==> src/pkg/egqrl_pkg.sv <==
// Purpose: Constants for the egress queue rate limit register bank
// Assumes: APB word addressing, register index times four is the byte address
// Notes: Rates counted in 1/10000 bit per 100 ns clock
//
// Overview of operation
// - Queue 1 seven-bit rate code, resets zero
// - Queue 2 seven-bit rate code, bit seven zero
// - Queue 3 seven-bit rate code, bit seven zero
// - Shape top queue traffic (queue 3, or queue 1 with two queues) to coded rate
// - Four queues: queue 1 second lowest
// - Two queues: queue 1 above queue 0
// - Four queues: queue 2 second highest
// - Four queues: queue 3 highest priority
// - Codes 1-99 give Mbps; 0, 100 unlimited
// - Code 101 64 kbps, 102 128 kbps
// - Only top queue exact; lower by ratio
package egqrl_pkg;
    localparam int NPORT = 3;
    localparam int NQ = 4;
    localparam int LEN_W = 11;
    localparam int CRED_W = 29;
    // Register indices, byte address is four times the index
    localparam logic [8:0] IDX_TEST = 9'h0BF;
    localparam logic [8:0] IDX_RSVD = 9'h0CF;
    localparam logic [8:0] IDX_P2_Q2 = 9'h0CD;
    localparam logic [8:0] IDX_P2_Q3 = 9'h0CE;
    localparam logic [8:0] IDX_P3_Q2 = 9'h0DD;
    localparam logic [8:0] IDX_P3_Q3 = 9'h0DE;
    localparam logic [8:0] IDX_P4_Q2 = 9'h0ED;
    localparam logic [8:0] IDX_P4_Q3 = 9'h0EE;
    localparam logic [8:0] IDX_P2_Q1 = 9'h100;
    localparam logic [8:0] IDX_P3_Q1 = 9'h101;
    localparam logic [8:0] IDX_P4_Q1 = 9'h102;
    localparam logic [8:0] IDX_MODE = 9'h104;
    localparam logic [8:0] IDX_STAT = 9'h105;
    // Reset and fixed values
    localparam logic [7:0] TEST_VAL = 8'h80;
    localparam logic [7:0] RSVD_VAL = 8'h15;
    localparam logic [6:0] RATE_RST = 7'h00;
    localparam logic [2:0] MODE_RST = 3'h0;
    // Rate code field
    localparam int RATE_MSB = 6;
    localparam logic [6:0] CODE_OFF = 7'h00;
    localparam logic [6:0] CODE_MAX_MBPS = 7'h63;
    localparam logic [6:0] CODE_FULL = 7'h64;
    localparam logic [6:0] CODE_64K = 7'h65;
    localparam logic [6:0] CODE_128K = 7'h66;
    // Timing: credit per clock equals the rate in kbps at 100 ns per clock
    localparam int CLK_NS = 100;
    localparam logic [CRED_W-1:0] KBPS_PER_MBPS = 29'h0000_03E8;
    localparam logic [CRED_W-1:0] INC_64K = 29'h0000_0040;
    localparam logic [CRED_W-1:0] INC_128K = 29'h0000_0080;
    localparam logic [CRED_W-1:0] COST_PER_BYTE = 29'h0001_3880;
    localparam logic [CRED_W-1:0] CRED_CAP = 29'h0989_6800;
endpackage : egqrl_pkg

==> src/core/egqrl_regs.sv <==
// Purpose: Egress queue rate limit registers and per-port queue scheduling
// Assumes: Queue inputs come from logic on pclk
// Notes: Ports 2 to 4 map to local port 0 to 2
//
// The APB register port was chosen for this implementation.
`timescale 1ns/1ps
`default_nettype none
module egqrl_regs
    import egqrl_pkg::*;
(
    input wire logic pclk,
    input wire logic presetn,
    input wire logic psel,
    input wire logic penable,
    input wire logic pwrite,
    input wire logic [11:0] paddr,
    input wire logic [31:0] pwdata,
    output logic [31:0] prdata,
    output logic pready,
    output logic pslverr,
    input wire logic [NPORT*NQ-1:0] q_pend,
    input wire logic [NPORT*NQ*LEN_W-1:0] q_len,
    input wire logic [NPORT*4-1:0] lower_ratio,
    input wire logic [NPORT-1:0] tx_ready,
    output logic [NPORT-1:0] grant,
    output logic [NPORT*2-1:0] grant_queue
);
    // ------------------------------------------------------------
    // Register storage
    // ------------------------------------------------------------
    logic [6:0] rate_r [NPORT][3];
    logic [NPORT-1:0] four_q_r;
    logic [NPORT-1:0] limited;
    logic [NPORT-1:0] shaper_ok;
    logic [NPORT-1:0] grant_r;
    logic [NPORT*2-1:0] grant_q_r;

    // ------------------------------------------------------------
    // Address decode
    // ------------------------------------------------------------
    logic [8:0] idx;
    logic hit;
    logic is_rate;
    logic is_fixed;
    logic [1:0] sel_port;
    logic [1:0] sel_q;
    logic [7:0] rd_val;
    logic wr_en;

    assign idx = paddr[10:2];
    assign wr_en = psel && penable && pwrite && is_rate;

    always_comb begin
        hit = 1'b1;
        is_rate = 1'b0;
        is_fixed = 1'b0;
        sel_port = 2'd0;
        sel_q = 2'd0;
        unique case (idx)
            IDX_P2_Q1: begin
                is_rate = 1'b1;
            end
            IDX_P3_Q1: begin
                is_rate = 1'b1;
                sel_port = 2'd1;
            end
            IDX_P4_Q1: begin
                is_rate = 1'b1;
                sel_port = 2'd2;
            end
            IDX_P2_Q2: begin
                is_rate = 1'b1;
                sel_q = 2'd1;
            end
            IDX_P3_Q2: begin
                is_rate = 1'b1;
                sel_port = 2'd1;
                sel_q = 2'd1;
            end
            IDX_P4_Q2: begin
                is_rate = 1'b1;
                sel_port = 2'd2;
                sel_q = 2'd1;
            end
            IDX_P2_Q3: begin
                is_rate = 1'b1;
                sel_q = 2'd2;
            end
            IDX_P3_Q3: begin
                is_rate = 1'b1;
                sel_port = 2'd1;
                sel_q = 2'd2;
            end
            IDX_P4_Q3: begin
                is_rate = 1'b1;
                sel_port = 2'd2;
                sel_q = 2'd2;
            end
            IDX_TEST, IDX_RSVD: begin
                is_fixed = 1'b1;
            end
            IDX_MODE, IDX_STAT: begin
                hit = 1'b1;
            end
            default: begin
                hit = 1'b0;
            end
        endcase
    end

    // ------------------------------------------------------------
    // Read mux
    // ------------------------------------------------------------
    always_comb begin
        rd_val = 8'h00;
        if (is_rate) begin
            rd_val = {1'b0, rate_r[sel_port][sel_q]};
        end else if (idx == IDX_TEST) begin
            rd_val = TEST_VAL;
        end else if (idx == IDX_RSVD) begin
            rd_val = RSVD_VAL;
        end else if (idx == IDX_MODE) begin
            rd_val = {5'h00, four_q_r};
        end else if (idx == IDX_STAT) begin
            rd_val = {2'b00, limited, shaper_ok};
        end
    end

    // Zero wait state slave
    assign pready = 1'b1;
    assign pslverr = psel && penable && !hit;
    assign prdata = (psel && penable && !pwrite && hit) ? {24'h00_0000, rd_val} : 32'h0000_0000;

    // ------------------------------------------------------------
    // Rate code registers
    // ------------------------------------------------------------
    // writable codes, zero reset
    always_ff @(posedge pclk or negedge presetn) begin
        if (!presetn) begin
            for (int p = 0; p < NPORT; p++) begin
                for (int k = 0; k < 3; k++) begin
                    rate_r[p][k] <= RATE_RST;
                end
            end
        end else if (wr_en) begin
            rate_r[sel_port][sel_q] <= pwdata[RATE_MSB:0];
        end
    end

    // Queue mode bit per port
    always_ff @(posedge pclk or negedge presetn) begin
        if (!presetn) begin
            four_q_r <= MODE_RST;
        end else if (psel && penable && pwrite && idx == IDX_MODE) begin
            four_q_r <= pwdata[NPORT-1:0];
        end
    end

    // ------------------------------------------------------------
    // Per-port scheduling
    // ------------------------------------------------------------
    genvar gp;
    generate
        for (gp = 0; gp < NPORT; gp++) begin : g_port
            logic [NQ-1:0] pend;
            logic [NQ-1:0] elig;
            logic [1:0] top_q;
            logic [1:0] win_q;
            logic [1:0] pick_q;
            logic any;
            logic lower_any;
            logic [1:0] lower_q;
            logic [3:0] ratio;
            logic [3:0] cnt_r;
            logic [6:0] top_code;
            logic [LEN_W-1:0] top_len;
            logic take;

            assign pend = q_pend[gp*NQ +: NQ];
            assign ratio = lower_ratio[gp*4 +: 4];
            assign top_q = four_q_r[gp] ? 2'd3 : 2'd1;
            assign top_code = four_q_r[gp] ? rate_r[gp][2] : rate_r[gp][0];
            assign top_len = q_len[(gp*NQ + 32'(top_q))*LEN_W +: LEN_W];
            assign take = tx_ready[gp] && any && !grant_r[gp];

            // exact rate on top queue only
            egqrl_shaper u_shaper (
                .pclk(pclk),
                .presetn(presetn),
                .code(top_code),
                .consume(take && pick_q == top_q),
                .len(top_len),
                .ok(shaper_ok[gp]),
                .limited(limited[gp])
            );

            always_comb begin
                elig = pend;
                if (!four_q_r[gp]) begin
                    elig[3:2] = 2'b00;
                end
                if (!shaper_ok[gp]) begin
                    elig[top_q] = 1'b0;
                end
            end

            always_comb begin
                any = 1'b1;
                win_q = 2'd0;
                if (elig[3]) begin
                    win_q = 2'd3;
                end else if (elig[2]) begin
                    win_q = 2'd2;
                end else if (elig[1]) begin
                    win_q = 2'd1;
                end else if (!elig[0]) begin
                    any = 1'b0;
                end
            end

            always_comb begin
                lower_any = 1'b1;
                lower_q = 2'd0;
                if (win_q > 2'd2 && elig[2]) begin
                    lower_q = 2'd2;
                end else if (win_q > 2'd1 && elig[1]) begin
                    lower_q = 2'd1;
                end else if (!(win_q > 2'd0 && elig[0])) begin
                    lower_any = 1'b0;
                end
            end

            assign pick_q = (lower_any && ratio != 4'h0 && cnt_r >= ratio) ? lower_q : win_q;

            always_ff @(posedge pclk or negedge presetn) begin
                if (!presetn) begin
                    cnt_r <= 4'h0;
                end else if (take) begin
                    if (pick_q != win_q || !lower_any) begin
                        cnt_r <= 4'h0;
                    end else if (cnt_r != 4'hF) begin
                        cnt_r <= cnt_r + 4'h1;
                    end
                end
            end

            always_ff @(posedge pclk or negedge presetn) begin
                if (!presetn) begin
                    grant_r[gp] <= 1'b0;
                    grant_q_r[gp*2 +: 2] <= 2'd0;
                end else begin
                    grant_r[gp] <= take;
                    if (take) begin
                        grant_q_r[gp*2 +: 2] <= pick_q;
                    end
                end
            end
        end
    endgenerate

    assign grant = grant_r;
    assign grant_queue = grant_q_r;
endmodule : egqrl_regs
`default_nettype wire

==> src/core/egqrl_shaper.sv <==
// Purpose: Credit bucket for one shaped egress queue
// Assumes: consume only when ok is high
// Notes: Unlimited codes hold the bucket full
`timescale 1ns/1ps
`default_nettype none
module egqrl_shaper
    import egqrl_pkg::*;
(
    input wire logic pclk,
    input wire logic presetn,
    input wire logic [6:0] code,
    input wire logic consume,
    input wire logic [LEN_W-1:0] len,
    output logic ok,
    output logic limited
);
    logic [CRED_W-1:0] credit_r;
    logic [CRED_W-1:0] credit_nxt;
    logic [CRED_W-1:0] inc;
    logic [CRED_W-1:0] cost;
    logic [CRED_W:0] sum;

    assign limited = (code != CODE_OFF) && (code != CODE_FULL) && (code <= CODE_128K);
    assign cost = CRED_W'({18'h0, len} * COST_PER_BYTE);
    assign ok = !limited || (credit_r >= cost);

    always_comb begin
        inc = CRED_W'({22'h0, code} * KBPS_PER_MBPS);
        if (code == CODE_64K) begin
            inc = INC_64K;
        end else if (code == CODE_128K) begin
            inc = INC_128K;
        end
        sum = {1'b0, credit_r} + {1'b0, inc};
        if (consume) begin
            sum = sum - {1'b0, cost};
        end
        if (!limited || sum > {1'b0, CRED_CAP}) begin
            credit_nxt = CRED_CAP;
        end else begin
            credit_nxt = sum[CRED_W-1:0];
        end
    end

    always_ff @(posedge pclk or negedge presetn) begin
        if (!presetn) begin
            credit_r <= CRED_CAP;
        end else begin
            credit_r <= credit_nxt;
        end
    end
endmodule : egqrl_shaper
`default_nettype wire

==> config.mk <==
export PLATFORM = sky130hd
export DESIGN_NAME = egqrl_regs
export DESIGN_NICKNAME = d
export VERILOG_FILES = /design/src/pkg/egqrl_pkg.sv /design/src/core/egqrl_regs.sv /design/src/core/egqrl_shaper.sv
export SDC_FILE = /design/constraint.sdc
export NUM_CORES = 1
export LEC_CHECK = 0
export BUFFER_PORTS_ARGS = -buffer_cell sky130_fd_sc_hd__buf_2
export CORE_MARGIN = 2
export CORE_UTILIZATION = 30
export CTS_BUF_LIST = sky130_fd_sc_hd__clkbuf_8
export DETAILED_ROUTE_END_ITERATION = 10
export SLEW_MARGIN = 15
export SYNTH_ARGS = -nofsm -noshare
export SYNTH_HDL_FRONTEND = slang
export SYNTH_SLANG_ARGS = --single-unit
export TNS_END_PERCENT = 1
==> constraint.sdc <==
create_clock -name pclk -period 14.4 [get_ports pclk]
set_input_delay 0 -clock pclk [delete_from_list [all_inputs] [get_ports pclk]]
set_output_delay 0 -clock pclk [all_outputs]
set_load 0.02 [all_outputs]
==> metrics.md <==
| Metric | Value |
|---|---|
| Die Wd | 300 um |
| Critical Path AT | approximately 12 ns |
| Syn_area_per_cell | 8.64 um2 |
| Pin count of the biggest net entering global routing | 62 |
| Grt ovf | 0 |
| Synth Flop Type | dfrtp_1 |
| Die Footprint | ~90000 um2 |
| HP Class | in -> async |
| Fraction of registers with async set/reset | 1.00 |
| Seq/Total Area, Yosys | 0.158 |
| Nets | 3967 |
| CTS tree | done |
| Fin. Hold Viols | 0 |
| Fill count | 9135 |
| Crit path time final | 11.31 ns |
| Tot Pwr | between 3 and 4 mW |
| Critical path capture point type | flip-flop |
| Overall routed net length | 65500 um |
| GRT Total Usage | 0.147 |
| Resize count post-CTS | 0 |
| TNS Setup | 0 ns |
| Core Area | 86800 um2 |
| Total CTS buffers | 17 |
| Required time of the critical path | 14.88 ns |
| Commonest non-fill, non-tap cell in the layout | ha_1 |
| PortBufs | 131 |
| Worst-Margin Slew | between 1 and 1.5 ns |
| Final core utilization | 0.333 |
| Clk_lat worst skew | around 0.57 ns |
| Worst stage delay on the critical path | between 0.9 and 1 ns |
| Number of synthesized flops with an enable pin | 0 |
| Yosys cell types | 102 |
| Fin cells | between 4000 and 5000 |
| Rows | roughly 110 |
| Initial antenna violation count | 7 |
| Die H | 300 um |
| Slew headroom | 0.269 |
| Final ANT Viol Nets | 0 |
| Peak Freq | slightly below 90 MHz |
| Number of max-cap violations | 0 |
| Worst-path clk slew | 0.10 ns |
| I/O pins | 251 |
| Vias in the first global route | 20900 |
| First-pass GRT wire length | 107000 um |
| FF+latch count, synth | 165 |
| Post-Syn Instances | 3040 |
| Pre-antenna DRT Iters | 7 |
| Post-DR vias/cell | 4.99 |
| FF+latch area | 4160 um2 |
| Most frequent cells in the layout | ha_1 (460), inv_1 (389), nor2_1 (202), a21oi_1 (198), nand2_1 (189) |
| Synth warnings | 0 |
| DP Cell Count | about 4300 |
| Critical Path Start Type | flip-flop |
| # H-tree levels | 4 |
| Routed WL per cell | roughly 15 um |
| Crit Path Category | reg -> reg |
| Final Max Tran Viols | 0 |
| Area delta synth->final | 9.91% |
| Via count | 21715 |
| Cell mode on critical path | inv_1 |
| First DRT Iteration DRCs | approximately 1300 |
| Leakage power | 14.6 nW |
| # DRC | 0 |
| Unrepaired setup endpoints after global routing | no |
| Final setup vio count | 0 |
| Period utilization | 0.785 |
| DPL Wire Length | 54800 um |
| Root buffer cell | clkbuf_8 |
| CP max FO | 22 |
| Clock skew | about 0.026 ns |
| Layout cells sized above 1 | 0.106 |
| Status | finished, final reports clean |
| Hold slack | 0.0353 ns |
| Worst vdd ir | 129 uV |
| Total power divided by cell area | 126 nW/um2 |
| Starting Density | 0.303 |
| Crit-path slowest cell | dfrtp_1 |
| Routability cong. | 0.915 |
| Clk sinks | 165 |
| Mapped Area | 26300 um2 |
| Footprint of the multi-input gates | 20300 um2 |
| Max Buffers Root-to-Sink | 2 |
[metrics by stage]
step | worst slack, ns | instance area (um2)
6_report | 3.09 | 28900
3_5_place_dp | 3.09 | 28200
3_3_place_gp | 3.18 | 28200
4_1_cts | 3.07 | 28900
2_1_floorplan | 4.40 | 26400
5_1_grt | 2.18 | 28900
[flip-flops by register name, indices dropped and copies added, names as in the netlist]
name	count
grant_queue	6
grant	3
g_port.cnt_r	12
g_port.u_shaper.credit_r	78
rate_r	63
four_q_r	3
[repair_timing]
action / in CTS / in global routing
hold buffers: 25 / 0
endpoints found under the hold margin: 139 / 0
setup buffers: 0 / 0
[layer usage]
| layer | vias up | share of wire | global-route usage |
|---|---|---|---|
| met5 | - | 0.00060 | 0 |
| met4 | 6 | 0.013 | 0.0317 |
| met3 | 53 | 0.043 | 0.0218 |
| met2 | 431 | 0.45 | 0.234 |
| met1 | 10240 | 0.50 | 0.208 |
| li1 | 10985 | - | - |
[area by class of cell]
class	count	area share
Multi-Input combinational cell	2426	0.703
Clock inverter	13	0.00541
Timing Repair Buffer	176	0.0368
Tap cell	1155	0.0500
Clock buffer	19	0.00905
Antenna cell	2	0.000173
Inverter	393	0.0511
Sequential cell	165	0.144
[synth_stat cells (12+ instances only)]
cell	number	area, um2
mux2_2	80	901
nand3_1	59	295
or2_2	15	93.8
inv_1	389	1460
a211o_1	17	149
xor2_1	70	613
and2_1	20	125
a211oi_1	29	218
a21oi_1	198	991
nor2_1	202	758
o21a_1	36	270
nand4_1	30	188
buf_2	12	60.1
o22ai_1	13	81.3
nor2b_1	31	194
xnor2_1	133	1160
ha_1	460	5760
o21bai_1	29	218
dfstp_2	24	631
o211ai_1	17	128
fa_1	120	2400
o21ai_0	106	531
buf_4	28	210
nand2b_1	31	194
nand2_1	189	709
dfrtp_1	141	3530
clkbuf_1	33	124
nor3_1	49	245
nor4_1	14	87.6
a31oi_1	36	225
a21o_1	80	601
and3_1	29	181
mux2i_1	74	741
[critical path: cells and delay by family (launching register included)]
kind	cells	cell delay, ns
compound gates	14	3.50
xor+xnor	2	0.33
fa+ha+maj	8	3.66
buf+inv	7	0.91
flops	1	0.97
mux	1	0.43
simple gates	9	1.43
[path summary, 6_finish.rpt]
| path | from | to | slack [ns] | cells after the start |
|---|---|---|---|---|
| min in group pclk | q_pend[11] | grant_queue[4]$_DFFE_PN0P_ | 0.08 | 4 |
| hold reg to reg | rate_r[50]$_DFFE_PN0P_ | rate_r[50]$_DFFE_PN0P_ | 0.51 | 1 |
| max in group asynchronous | presetn | grant_queue[5]$_DFFE_PN0P_ | 12.51 | 4 |
| setup / recovery | four_q_r[2]$_DFFE_PN0P_ | g_port[2].u_shaper.credit_r[14]$_DFF_PN1_ | 3.09 | 41 |
| hold / removal | presetn | g_port[0].u_shaper.credit_r[7]$_DFF_PN0_ | 0.04 | 2 |
| setup reg to reg | four_q_r[2]$_DFFE_PN0P_ | g_port[2].u_shaper.credit_r[14]$_DFF_PN1_ | 3.09 | 41 |
[power breakdown]
part	internal, mW	switching [mW]
combinational	1.15	1.64
clock	0.168	0.210
sequential	0.471	0.00693
[logic make-up after synthesis]
family	share of synthesized area
adder cells (fa/ha/maj)	0.313
multiplexers	0.0630
AND/OR/NAND/NOR	0.139
flip-flops	0.158
AO/OA/AOI/OAI	0.185
other	0.000286
XOR/XNOR	0.0683
buffers and inverters	0.0727
No activity file was read; power rests on OpenSTA's default activity.
